===== src/include/pptc_pkg.sv =====
`default_nettype none
package pptc_pkg;

    // core clock and the pulse timing clock it is divided down to
    localparam int CORE_CLK_HZ  = 40_000_000;
    localparam int TIMER_CLK_HZ = 4_000_000;
    localparam int TICK_DIV     = CORE_CLK_HZ / TIMER_CLK_HZ;

    // widths
    localparam int WORD_W  = 24;
    localparam int CNT_W   = 16;
    localparam int ADDR_W  = 8;
    localparam int FRAME_W = ADDR_W + WORD_W;
    localparam int N_PHASE = 6;

    // register offsets
    localparam logic [7:0] ADDR_CONTROL                = 8'h00;
    localparam logic [7:0] ADDR_EMITTER_B_SAMPLE_START = 8'h01;
    localparam logic [7:0] ADDR_EMITTER_B_SAMPLE_END   = 8'h02;
    localparam logic [7:0] ADDR_EMITTER_B_ON_START     = 8'h03;
    localparam logic [7:0] ADDR_EMITTER_B_ON_END       = 8'h04;
    localparam logic [7:0] ADDR_AMBIENT_B_SAMPLE_START = 8'h05;
    localparam logic [7:0] ADDR_AMBIENT_B_SAMPLE_END   = 8'h06;
    localparam logic [7:0] ADDR_EMITTER_A_SAMPLE_START = 8'h07;
    localparam logic [7:0] ADDR_EMITTER_A_SAMPLE_END   = 8'h08;
    localparam logic [7:0] ADDR_EMITTER_A_ON_START     = 8'h09;
    localparam logic [7:0] ADDR_EMITTER_A_ON_END       = 8'h0A;
    localparam logic [7:0] ADDR_AMBIENT_A_SAMPLE_START = 8'h0B;
    localparam logic [7:0] ADDR_AMBIENT_A_SAMPLE_END   = 8'h0C;
    localparam logic [7:0] ADDR_REPETITION_PERIOD      = 8'h1D;
    localparam logic [7:0] ADDR_FIRST_PHASE            = ADDR_EMITTER_B_SAMPLE_START;
    localparam logic [7:0] ADDR_LAST_PHASE             = ADDR_AMBIENT_A_SAMPLE_END;

    // control register fields
    localparam int CTRL_READ_EN_BIT   = 0;
    localparam int CTRL_TIMER_RST_BIT = 1;
    localparam int CTRL_SW_RST_BIT    = 3;

    // reset values
    localparam logic [23:0] RESET_WORD = 24'h000000;
    localparam logic [15:0] RESET_CNT  = 16'h0000;

    // serial port pins, all sampled on core_clk
    typedef struct packed {
        logic cs_n;
        logic sclk;
        logic mosi;
    } pptc_spi_t;

    // phase windows; bit i is phase i, registers 2i+1 (start) and 2i+2 (end)
    typedef struct packed {
        logic ambient_a_sample;
        logic emitter_a_on;
        logic emitter_a_sample;
        logic ambient_b_sample;
        logic emitter_b_on;
        logic emitter_b_sample;
    } pptc_phase_t;

endpackage : pptc_pkg
`default_nettype wire

===== src/core/pptc_phase_timer.sv =====
// Notes on behaviour
// - emitter-B sample ends at its 16-bit count
// - counts are 4 MHz ticks from period start
// - emitter B on at count in 03h
// - emitter B off at count in 04h
// - ambient-B sample starts at count in 05h
// - ambient-B sample ends at count in 06h
// - emitter-A sample starts at count in 07h
// - emitter-A sample ends at count in 08h
// - emitter A on at count in 09h
// - emitter A off at count in 0Ah
// - ambient-A sample starts at count in 0Bh
// - all count registers reset to zero
// - counter repeats after the programmed last count
// - timer reset bit holds counters cleared
`timescale 1ns/1ps
`default_nettype none

module pptc_phase_timer #(
    parameter int TICK_DIV = pptc_pkg::TICK_DIV,
    parameter int CNT_W    = pptc_pkg::CNT_W
) (
    // clock and reset
    input  wire logic                  core_clk,
    input  wire logic                  srst,
    // serial register port
    input  wire pptc_pkg::pptc_spi_t   spi_in,
    output var  logic                  spi_miso,
    // timing outputs
    output var  pptc_pkg::pptc_phase_t phase_out,
    output var  logic [CNT_W-1:0]      period_counter,
    output var  logic                  period_start
);

    localparam int WORD_W  = pptc_pkg::WORD_W;
    localparam int FRAME_W = pptc_pkg::FRAME_W;
    localparam int ADDR_W  = pptc_pkg::ADDR_W;
    localparam int N_PHASE = pptc_pkg::N_PHASE;
    localparam int DIV_W   = $clog2(TICK_DIV);

    // 4 MHz tick enable
    logic [DIV_W-1:0] div_cnt;
    logic             tick;
    logic             tick_d;
    wire              div_last = (div_cnt == DIV_W'(TICK_DIV - 1));

    // serial port state
    logic               sclk_q;
    logic [5:0]         bit_cnt;
    logic [FRAME_W-2:0] shift_in;
    logic [WORD_W-1:0]  shift_out;

    // register file
    logic [WORD_W-1:0] word_mem [1:12];
    logic [WORD_W-1:0] period_reg;
    logic              read_en;
    logic              timer_rst;
    logic              sw_rst;
    logic [N_PHASE-1:0] phase_q;

    wire reg_clear = srst | sw_rst;

    // serial decode
    wire sclk_rise = spi_in.sclk & ~sclk_q & ~spi_in.cs_n;
    wire sclk_fall = ~spi_in.sclk & sclk_q & ~spi_in.cs_n;
    wire [FRAME_W-1:0] frame = {shift_in, spi_in.mosi};
    wire frame_done = sclk_rise & (bit_cnt == 6'(FRAME_W - 1));
    wire addr_done  = sclk_rise & (bit_cnt == 6'(ADDR_W - 1));
    wire [ADDR_W-1:0] wr_addr = frame[FRAME_W-1 -: ADDR_W];
    wire [WORD_W-1:0] wr_data = frame[WORD_W-1:0];
    wire [ADDR_W-1:0] rd_addr = frame[ADDR_W-1:0];
    wire data_phase = (bit_cnt >= 6'(ADDR_W)) & (bit_cnt < 6'(FRAME_W));

    // while read mode is on only the control register accepts writes
    wire wr_ctrl   = frame_done & (wr_addr == pptc_pkg::ADDR_CONTROL);
    wire wr_phase  = frame_done & ~read_en
                   & (wr_addr >= pptc_pkg::ADDR_FIRST_PHASE)
                   & (wr_addr <= pptc_pkg::ADDR_LAST_PHASE);
    wire wr_period = frame_done & ~read_en & (wr_addr == pptc_pkg::ADDR_REPETITION_PERIOD);

    wire rd_is_phase = (rd_addr >= pptc_pkg::ADDR_FIRST_PHASE)
                     & (rd_addr <= pptc_pkg::ADDR_LAST_PHASE);
    wire [WORD_W-1:0] rd_word =
        rd_is_phase ? word_mem[rd_addr[3:0]] :
        (rd_addr == pptc_pkg::ADDR_REPETITION_PERIOD) ? period_reg :
        pptc_pkg::RESET_WORD;

    // counter wraps after the programmed last count
    wire cnt_wrap = (period_counter == period_reg[CNT_W-1:0]);
    wire [CNT_W-1:0] next_counter = cnt_wrap ? CNT_W'(0) : period_counter + CNT_W'(1);

    always_ff @(posedge core_clk) begin
        if (srst) begin
            div_cnt <= '0;
            tick    <= 1'b0;
            tick_d  <= 1'b0;
        end else begin
            div_cnt <= div_last ? '0 : div_cnt + DIV_W'(1);
            tick    <= div_last;
            tick_d  <= tick;
        end
    end

    always_ff @(posedge core_clk) begin
        if (srst) begin
            sclk_q    <= 1'b0;
            bit_cnt   <= '0;
            shift_in  <= '0;
            shift_out <= '0;
            spi_miso  <= 1'b0;
        end else begin
            sclk_q <= spi_in.sclk;
            if (spi_in.cs_n) begin
                bit_cnt  <= '0;
                spi_miso <= 1'b0;
            end else if (sclk_rise) begin
                shift_in <= frame[FRAME_W-2:0];
                bit_cnt  <= frame_done ? '0 : bit_cnt + 6'd1;
                if (addr_done) begin
                    shift_out <= read_en ? rd_word : pptc_pkg::RESET_WORD;
                end
            end else if (sclk_fall && data_phase) begin
                spi_miso  <= shift_out[WORD_W-1];
                shift_out <= {shift_out[WORD_W-2:0], 1'b0};
            end
        end
    end

    // control register; software reset is a one-cycle pulse
    always_ff @(posedge core_clk) begin
        if (reg_clear) begin
            read_en   <= 1'b0;
            timer_rst <= 1'b0;
            sw_rst    <= 1'b0;
        end else begin
            sw_rst <= wr_ctrl & wr_data[pptc_pkg::CTRL_SW_RST_BIT];
            if (wr_ctrl) begin
                read_en   <= wr_data[pptc_pkg::CTRL_READ_EN_BIT];
                timer_rst <= wr_data[pptc_pkg::CTRL_TIMER_RST_BIT];
            end
        end
    end

    // stored as written; upper bits are the host's to keep zero
    always_ff @(posedge core_clk) begin
        if (reg_clear) begin
            for (int i = 1; i <= 12; i++) begin
                word_mem[i] <= pptc_pkg::RESET_WORD;
            end
            period_reg <= pptc_pkg::RESET_WORD;
        end else begin
            if (wr_phase) begin
                word_mem[wr_addr[3:0]] <= wr_data;
            end
            if (wr_period) begin
                period_reg <= wr_data;
            end
        end
    end

    // period counter
    always_ff @(posedge core_clk) begin
        if (reg_clear || timer_rst) begin
            period_counter <= pptc_pkg::RESET_CNT;
            period_start   <= 1'b0;
        end else begin
            period_start <= tick & cnt_wrap;
            if (tick) begin
                period_counter <= next_counter;
            end
        end
    end

    // only the low 16 bits compare, so stray upper bits from the host
    // cannot push a match out of range
    wire [CNT_W-1:0] emitter_b_sample_start = word_mem[1][CNT_W-1:0];
    wire [CNT_W-1:0] emitter_b_sample_end   = word_mem[2][CNT_W-1:0];
    wire [CNT_W-1:0] emitter_b_on_start     = word_mem[3][CNT_W-1:0];
    wire [CNT_W-1:0] emitter_b_on_end       = word_mem[4][CNT_W-1:0];
    wire [CNT_W-1:0] ambient_b_sample_start = word_mem[5][CNT_W-1:0];
    wire [CNT_W-1:0] ambient_b_sample_end   = word_mem[6][CNT_W-1:0];
    // bit 16 of the emitter-A sample pair is ignored as well
    wire [CNT_W-1:0] emitter_a_sample_start = word_mem[7][CNT_W-1:0];
    wire [CNT_W-1:0] emitter_a_sample_end   = word_mem[8][CNT_W-1:0];
    wire [CNT_W-1:0] emitter_a_on_start     = word_mem[9][CNT_W-1:0];
    wire [CNT_W-1:0] emitter_a_on_end       = word_mem[10][CNT_W-1:0];
    wire [CNT_W-1:0] ambient_a_sample_start = word_mem[11][CNT_W-1:0];
    wire [CNT_W-1:0] ambient_a_sample_end   = word_mem[12][CNT_W-1:0];

    // windows compare one cycle after the tick, once the counter has moved
    wire phase_clear = reg_clear | timer_rst;

    // one window per phase
    wire win_emitter_b_sample;
    wire win_emitter_b_on;
    wire win_ambient_b_sample;
    wire win_emitter_a_sample;
    wire win_emitter_a_on;
    wire win_ambient_a_sample;

    pptc_phase_window #(.CNT_W(CNT_W)) win_emitter_b_sample_u (
        .core_clk  (core_clk),
        .clear     (phase_clear),
        .step      (tick_d),
        .count     (period_counter),
        .start_cnt (emitter_b_sample_start),
        .end_cnt   (emitter_b_sample_end),
        .window    (win_emitter_b_sample)
    );

    pptc_phase_window #(.CNT_W(CNT_W)) win_emitter_b_on_u (
        .core_clk  (core_clk),
        .clear     (phase_clear),
        .step      (tick_d),
        .count     (period_counter),
        .start_cnt (emitter_b_on_start),
        .end_cnt   (emitter_b_on_end),
        .window    (win_emitter_b_on)
    );

    pptc_phase_window #(.CNT_W(CNT_W)) win_ambient_b_sample_u (
        .core_clk  (core_clk),
        .clear     (phase_clear),
        .step      (tick_d),
        .count     (period_counter),
        .start_cnt (ambient_b_sample_start),
        .end_cnt   (ambient_b_sample_end),
        .window    (win_ambient_b_sample)
    );

    pptc_phase_window #(.CNT_W(CNT_W)) win_emitter_a_sample_u (
        .core_clk  (core_clk),
        .clear     (phase_clear),
        .step      (tick_d),
        .count     (period_counter),
        .start_cnt (emitter_a_sample_start),
        .end_cnt   (emitter_a_sample_end),
        .window    (win_emitter_a_sample)
    );

    pptc_phase_window #(.CNT_W(CNT_W)) win_emitter_a_on_u (
        .core_clk  (core_clk),
        .clear     (phase_clear),
        .step      (tick_d),
        .count     (period_counter),
        .start_cnt (emitter_a_on_start),
        .end_cnt   (emitter_a_on_end),
        .window    (win_emitter_a_on)
    );

    pptc_phase_window #(.CNT_W(CNT_W)) win_ambient_a_sample_u (
        .core_clk  (core_clk),
        .clear     (phase_clear),
        .step      (tick_d),
        .count     (period_counter),
        .start_cnt (ambient_a_sample_start),
        .end_cnt   (ambient_a_sample_end),
        .window    (win_ambient_a_sample)
    );

    // bit order follows the phase struct, last member lowest
    assign phase_q = {
        win_ambient_a_sample,
        win_emitter_a_on,
        win_emitter_a_sample,
        win_ambient_b_sample,
        win_emitter_b_on,
        win_emitter_b_sample
    };

    assign phase_out = pptc_pkg::pptc_phase_t'(phase_q);

endmodule : pptc_phase_timer

// one phase window: opens on its start match, closes on its end match
module pptc_phase_window #(
    parameter int CNT_W = pptc_pkg::CNT_W
) (
    // clock and clear
    input  wire logic             core_clk,
    input  wire logic             clear,
    // timer
    input  wire logic             step,
    input  wire logic [CNT_W-1:0] count,
    // programmed edges
    input  wire logic [CNT_W-1:0] start_cnt,
    input  wire logic [CNT_W-1:0] end_cnt,
    // window level
    output var  logic             window
);

    wire hit_start = step & (count == start_cnt);
    wire hit_end   = step & (count == end_cnt);

    // end wins when both match, giving an empty window
    always_ff @(posedge core_clk) begin
        if (clear) begin
            window <= 1'b0;
        end else if (hit_end) begin
            window <= 1'b0;
        end else if (hit_start) begin
            window <= 1'b1;
        end
    end

endmodule : pptc_phase_window

`default_nettype wire


===== config.mk =====
export PLATFORM = sky130hd
export DESIGN_NAME = pptc_phase_timer
export DESIGN_NICKNAME = d
export VERILOG_FILES = /design/src/include/pptc_pkg.sv /design/src/core/pptc_phase_timer.sv
export SDC_FILE = /design/constraint.sdc
export NUM_CORES = 1
export LEC_CHECK = 0
export BUFFER_PORTS_ARGS = -buffer_cell sky130_fd_sc_hd__buf_2
export CAP_MARGIN = 20
export CORE_MARGIN = 5
export CORE_UTILIZATION = 60
export DETAILED_ROUTE_END_ITERATION = 8
export PLACE_DENSITY = 0.83
export SLEW_MARGIN = 20
export SYNTH_ARGS = -nofsm -noshare
export SYNTH_HDL_FRONTEND = slang
export SYNTH_HIERARCHICAL = 1
export SYNTH_SLANG_ARGS = --single-unit

===== constraint.sdc =====
create_clock -name core_clk -period 11.05 [get_ports core_clk]
set_input_delay 0 -clock core_clk [delete_from_list [all_inputs] [get_ports core_clk]]
set_output_delay 0 -clock core_clk [all_outputs]
set_load 0.01 [all_outputs]

==> results.md, run 1 <==
* Run status: complete, no violations
* # DRC at 0
* Worst VDD drop at 0.1025 mV
* Drt initial violations at 2147
* CP Data Required Time at 11.34 ns
* Mapped Cells at 1911
* Ys Warns at 6
* Initial antenna violation count at 1
* FMAX at 0.2486 GHz
* RSZ-0062 raised after global routing: no
* Worst-Skew Late Latency at 0.61 ns
* Clk sinks at 503
* Total CTS buffers at 51
* Clock skew at 0.02099 ns
* Hold Path Origin: srst
* Reg2reg start: sw_rst$_SDFF_PP0_
* Synth area leader: edfxtp_1
* Ys flop type: edfxtp_1
* Layout cell share with drive strength beyond 1 at 13.16%
* Total Wirelength at 63220 µm
* Top post-synthesis cells by count: edfxtp_1, xnor2_1, nand2_1, nor2_1, and2_1
* Top Registers: word_mem: 384 flops, shift_in: 31 flops
* Sequential share of the synthesized area at 58.50%
* First-pass GRT wire length at 95230 µm
* CP startpoint: sw_rst$_SDFF_PP0_
* Mapped Area at 23780 µm²
* Layout Cells excl Fill at 2555
* Vias at 16100
* Clock edge transition at the registers on the reported setup and hold paths at 0.06 ns
* Worst Tran Pin Value at 1.102 ns
* Synth area leaders: edfxtp_1, dfxtp_1, mux4_2, xnor2_1, and2_1
* Via/cell ratio at 6.300
* Power density cells at 155.2 nW/µm²
* Vias in the first global route at 15700
* Max reg flops at 384
* Max-slew headroom at 26.50%
* PortBufs at 28
* Hold Vio Cnt, Final at 0
* Worst Hold Class: input port to flop
* Fill count at 2707
* CTS H-Tree Depth at 2
* Async SR Flop Fraction at 0%
* Endpoints failing setup at 0
* Leading cell type by number of instances after synthesis: edfxtp_1
* FF-to-FF End: word_mem[7][14]$_SDFFCE_PN0P_
* Initial DRT Pass Iterations at 8
* R2r setup slk at 7.03 ns
* Synth cell types at 53
* Total global routing overflow at 0
* Number of enable flip-flop cells after synthesis at 384
* Clock root buffer: clkbuf_16
* Nets at 1996
* CP Capture Type: flop
* Chip height at 209.1 µm
* Post-route clock period utilization at 36.40%
* Top-area cell type share of the netlist area at 48.48%
* Min cycle time layout at 4.022 ns
* I/O Pins at 29
* Routed WL per cell at 24.74 µm
* GP Congestion at 0.9758
* Die area at 43720 µm²
* Critical Path AT at 4.31 ns
* CP Launch Type: flop
* Largest net degree at the start of global routing at 74
* Max-cap viol count at 0
* Chip Width at 209.1 µm
* Syn Area/Cell at 12.45 µm²
* Max Transition Viols Final at 0
* Clock buffer depth at 3
* Starting Density at 60.27%
* Lkg Pwr at 8.755 nW
* Setup bufs post-CTS at 0
* FF-to-FF path depth at 7
* Rows at 73
* Placed Cells at 2453
* Crit Path Max Fanout at 33
* Crit Path Category: flop to flop
* Final ANT Viol Nets at 0
* TritonCTS clock tree: built
* Most flop-heavy register: word_mem
* All-Layer GR Usage at 28.64%
* Core area at 39460 µm²
* P&R area growth vs syn at 11.13%
* Seq cells post-synth at 503
* Worst Setup EP: word_mem[7][14]$_SDFFCE_PN0P_
* DPL Wire Length at 41370 µm
* Setup_tns at 0 ns
==> report_power, final <==
part | switching [mW] | internal [mW] | total [mW] | leakage [nW]
combinational | 0.115 | 0.0893 | 0.204 | 3.23
sequential | 0.0467 | 2.10 | 2.15 | 4.68
clock | 0.750 | 1.00 | 1.75 | 0.839
==> per-stage QoR <==
step / hold slack (ns) / cell area [µm²] / util, % / total power, mW / setup slack (ns)
after global placement: 0.2491 / 24660 / 62.50 / 2.374 / 7.301
after detailed placement: 0.2475 / 24660 / 62.50 / 2.382 / 7.167
after floorplan: 0.09887 / 24140 / - / 2.314 / 7.259
final: 0.05605 / 26430 / 66.98 / 4.101 / 7.028
after CTS: 0.02043 / 26380 / 66.86 / 4.106 / 7.064
after global routing: 0.07298 / 26430 / 66.98 / 4.213 / 6.826
==> cell usage in the layout, fill, tap and decap left out, drive strengths merged, types with 7 or more instances in the layout <==
| master | count |
|---|---|
| a211oi | 23 |
| a21oi | 107 |
| a31oi | 7 |
| and2 | 122 |
| and3 | 58 |
| buf | 69 |
| clkbuf | 67 |
| clkinv | 22 |
| conb | 96 |
| dfxtp | 119 |
| edfxtp | 384 |
| inv | 7 |
| mux2i | 53 |
| mux4 | 92 |
| nand2 | 197 |
| nand2b | 8 |
| nand3 | 22 |
| nand4 | 46 |
| nor2 | 181 |
| nor2b | 9 |
| nor3 | 11 |
| nor4 | 21 |
| o2bb2ai | 23 |
| xnor2 | 199 |
| xor2 | 27 |
==> worst min-delay path by stage <==
stage,to,slack [ns],cells after the start
final,sclk_q$_SDFF_PP0_,0.06,3
after global routing,shift_in[27]$_SDFFE_PP0P_,0.07,3
after CTS,sclk_q$_SDFF_PP0_,0.02,3
after detailed placement,sclk_q$_SDFF_PP0_,0.25,2
after global placement,sclk_q$_SDFF_PP0_,0.25,2
after floorplan,word_mem[0][0]$_DFFE_PP_,0.1,0
==> critical path, stage by stage (launching register included) <==
cell       delay [ns]
dfxtp_1          0.31
or2_1            0.62
a2111oi_2        0.49
and3_1           0.25
buf_4            0.32
and4_1           0.84
nand2b_1         0.48
buf_4            0.36
==> layout make-up <==
cell class | instances | area (µm²) | area share, %
sequential | 503 | 13920 | 52.67
tap | 525 | 656.9 | 2.485
timing repair buffer | 72 | 500.5 | 1.894
clock inverter | 29 | 317.8 | 1.202
multi-input combinational | 1353 | 9642 | 36.48
inverter | 5 | 18.77 | 0.07101
antenna | 1 | 2.502 | 0.009468
clock buffer | 67 | 1371 | 5.188
==> metal layers <==
layer	GRT usage [%]	share of wire, %
met5	0	0
met4	11.93	5.0
met3	5.330	11
met2	46.68	48
met1	38.35	36
==> timing repair <==
action | 4_1_cts | 5_1_grt
hold buffers | 3 | 0
resized for setup | 0 | 0
hold endpoints to repair | 10 | 0
==> cells by family after synthesis <==
logic type	after synthesis	share of synthesized area [%]
multiplexers	149	11.13
buffers and inverters	150	2.715
other	1	0.01577
AND/OR/NAND/NOR	693	14.26
XOR/XNOR	226	8.323
flip-flops	503	58.50
AO/OA/AOI/OAI	184	4.787
adder cells (fa/ha/maj)	5	0.2630
(Power assumes the default switching activity.)
==> run 2, diff against run 1 <==
ABC_AREA = 1   (was default)
CORE_UTILIZATION = 58   (was 60)
PLACE_DENSITY = 0.84   (was 0.83)
clock period = 3.47 ns   (was 11.05 ns; I/O delays follow)
==> run 2 against run 1 <==
Against the previous run:
- maximum frequency rose by 40%
- first-iteration DRC count is 41% higher
- flip-flop and latch count unchanged
- via count is 40% higher
- die area increased by 12%
- non-clock buffer count grew 29
- critical endpoint is now word_mem[10][20]$_SDFFCE_PN0P_
- register-to-register slack got worse by 6.4 ns
- critical path depth increased by 3
==> results.md, run 2 <==
* Run status: complete, no violations
* Power density cells at 478.1 nW/µm²
* Synth area leader: edfxtp_1
* Max-cap viol count at 0
* Via/cell ratio at 5.521
* Mapped Cells at 3348
* Final WS setup at 0.5910 ns
* Endpoints failing setup at 0
* Mapped Area at 25940 µm²
* Chip Width at 221.5 µm
* Largest family of logic cells by synthesized area: simple AND/OR/NAND/NOR gates
* Sequential share of the synthesized area at 53.63%
* Initial antenna violation count at 0
* Clock buffer depth at 3
* Resize count post-CTS at 0
* Routed WL per cell at 17.94 µm
* Ys Warns at 6
* Max Transition Viols Final at 0
* Post-Synth XOR/XNOR Area at 1.384%
* Rows at 77
* Max reg flops at 384
* Crit Path Max Fanout at 25
* Critical Path AT at 3.13 ns
* Most common cell after layout, fill and taps aside: nand2_1
* Die area at 49060 µm²
* GRT met1 Usage at 36.69%
* Vias in the first global route at 20920
* Largest net degree at the start of global routing at 113
* Proportion of synthesized area in mux cells at 0%
* Simple-Gate Fraction of Synth Area at 29.00%
* First-pass GRT wire length at 113000 µm
* Reg2reg start: bit_cnt[0]$_SDFFE_PP0N_
* Final Core Density at 65.44%
* Async SR Flop Fraction at 0%
* Drt initial violations at 3030
* Commonest non-fill, non-tap cells in the layout: nand2_1, inv_1, nor2_1
* Starting Density at 58.67%
* Min cycle time layout at 2.879 ns
* Fill count at 3598
* Met3 Usage GRT at 4.740%
* M2 GR Usage at 47.61%
* Final ANT Viol Nets at 0
* Total global routing overflow at 0
* I/O Pins at 29
* TritonCTS clock tree: built
* CP Launch Type: flop
* Worst-Skew Late Latency at 0.61 ns
* Clock skew at 0.01795 ns
* Total Wirelength at 73110 µm
* Hold Path Origin: spi_in[0]
* Worst Hold Class: input port to flop
* Max-slew headroom at 29.37%
* CTS H-Tree Depth at 2
* Core area at 44220 µm²
* # DRC at 0
* Seq cells post-synth at 503
* Post-synthesis compound-gate area fraction at 6.091%
* P&R area growth vs syn at 11.55%
* All-Layer GR Usage at 28.86%
* Ys flop type: edfxtp_1
* Post-synthesis adder-cell area fraction at 0.2411%
* Worst VDD drop at 0.4702 mV
* Synth cell types at 35
* Vias at 22490
* Top post-synthesis cells by count: nand2_1, inv_1, nor2_1, edfxtp_1, nand3_1
* Nets at 3450
* Hold_buf cts at 5
* Syn Area/Cell at 7.749 µm²
* Initial DRT Pass Iterations at 6
* CP startpoint: bit_cnt[0]$_SDFFE_PP0N_
* Chip height at 221.5 µm
* Diode count at 0
* Clock edge transition at the registers on the reported setup and hold paths at 0.06 ns
* Most flop-heavy register: word_mem
* Top Registers: word_mem: 384 flops, shift_in: 31 flops
* RSZ-0062 raised after global routing: no
* CP Capture Type: flop
* GP Congestion at 0.9944
* Number of enable flip-flop cells after synthesis at 384
* CP Data Required Time at 3.72 ns
* Setup_tns at 0 ns
* Lkg Pwr at 12.50 nW
* Worst Tran Pin Value at 1.058 ns
* Synth area leaders: edfxtp_1, nand2_1, dfxtp_1, inv_1, nor2_1
* PortBufs at 28
* Most crowded layer after global routing: met2
* Setup bufs post-CTS at 0
* Top-area cell type share of the netlist area at 44.45%
* Post-route clock period utilization at 82.97%
* Hold Vio Cnt, Final at 0
* Clock root buffer: clkbuf_16
* Crit Path Category: flop to flop
* Pre-CTS setup slack at 0.6508 ns
* FMAX at 0.3473 GHz
* Clk sinks at 503
* DPL Wire Length at 47340 µm
* Leading cell type by number of instances after synthesis: nand2_1
* Layout cell share with drive strength beyond 1 at 5.830%
* Total CTS buffers at 52
[run 2: cell count changes after synthesis, moves of 30 or more]
| cell | previous run | this run |
|---|---|---|
| nand2_1 | 195 | 1030 |
| inv_1 | 5 | 489 |
| nor2_1 | 181 | 477 |
| nand3_1 | 21 | 261 |
| xnor2_1 | 199 | 28 |
| o21ai_0 | 4 | 156 |
| and2_1 | 122 | 0 |
| mux4_2 | 92 | 0 |
| and3_1 | 58 | 0 |
| mux2i_1 | 53 | 0 |
| a21oi_1 | 107 | 154 |
| nand4_1 | 46 | 16 |
[run 2: critical path, stage by stage, from the launching register on]
cell	delay, ns
dfxtp_1	0.37
ha_1	0.22
inv_1	0.06
nor3_2	0.25
nand4_1	0.28
nor2_2	0.16
buf_4	0.30
nand4_1	0.12
buf_4	0.27
nand2_1	0.11
buf_4	0.36
[run 2: layer usage]
metal / share of wire [%] / wire (µm)
met1: 37 / 26700
met2: 46 / 33940
met3: 11 / 7921
met4: 6.2 / 4538
met5: 0 / 0
[run 2: cell type report]
type	count	area [µm²]	area share (%)
Clock buffer	76	1534	5.300
Inverter	491	1846	6.377
Clock inverter	20	215.2	0.7436
Timing Repair Buffer	101	765.7	2.646
Sequential cell	503	13920	48.09
Multi-Input combinational cell	2291	9922	34.28
Tap cell	592	740.7	2.559
[run 2: cell families (layout without fill, tap and decap cells)]
| family | Yosys count | count (layout) |
|---|---|---|
| compound gates | 314 | 314 |
| xor+xnor | 41 | 41 |
| fa+ha+maj | 5 | 5 |
| buf+inv | 649 | 688 |
| flops | 503 | 503 |
| other cells | 1 | 96 |
| simple gates | 1835 | 1835 |
[run 2: through the flow]
stage / area [µm²] / hold slack [ns] / power [mW] / std cells
floorplan: 26300 / 0.07851 / 7.771 / 3443
global placement: 27140 / 0.2473 / 8.153 / 3973
detailed placement: 27140 / 0.2459 / 8.186 / 3973
CTS: 28940 / 0.03813 / 13.85 / 4074
global route: 28940 / 0.06303 / 14.28 / 4074
finish: 28940 / 0.05810 / 13.84 / 4074
[run 2: final timing paths]
check / to / slack (ns) / cells after the start
max: word_mem[10][20]$_SDFFCE_PN0P_ / 0.59 / 10
min: word_mem[15][0]$_DFFE_PP_ / 0.06 / 2
max reg2reg: word_mem[10][20]$_SDFFCE_PN0P_ / 0.59 / 10
min reg2reg: spi_miso$_SDFFE_PP0P_ / 0.46 / 2
[run 2: power breakdown]
group	total, mW	leakage (nW)	internal, mW	switching [mW]
Clock	5.73	0.867	3.36	2.37
Combinational	1.17	6.95	0.310	0.861
Sequential	6.94	4.68	6.76	0.184
Total	13.8	12.5	10.4	3.41
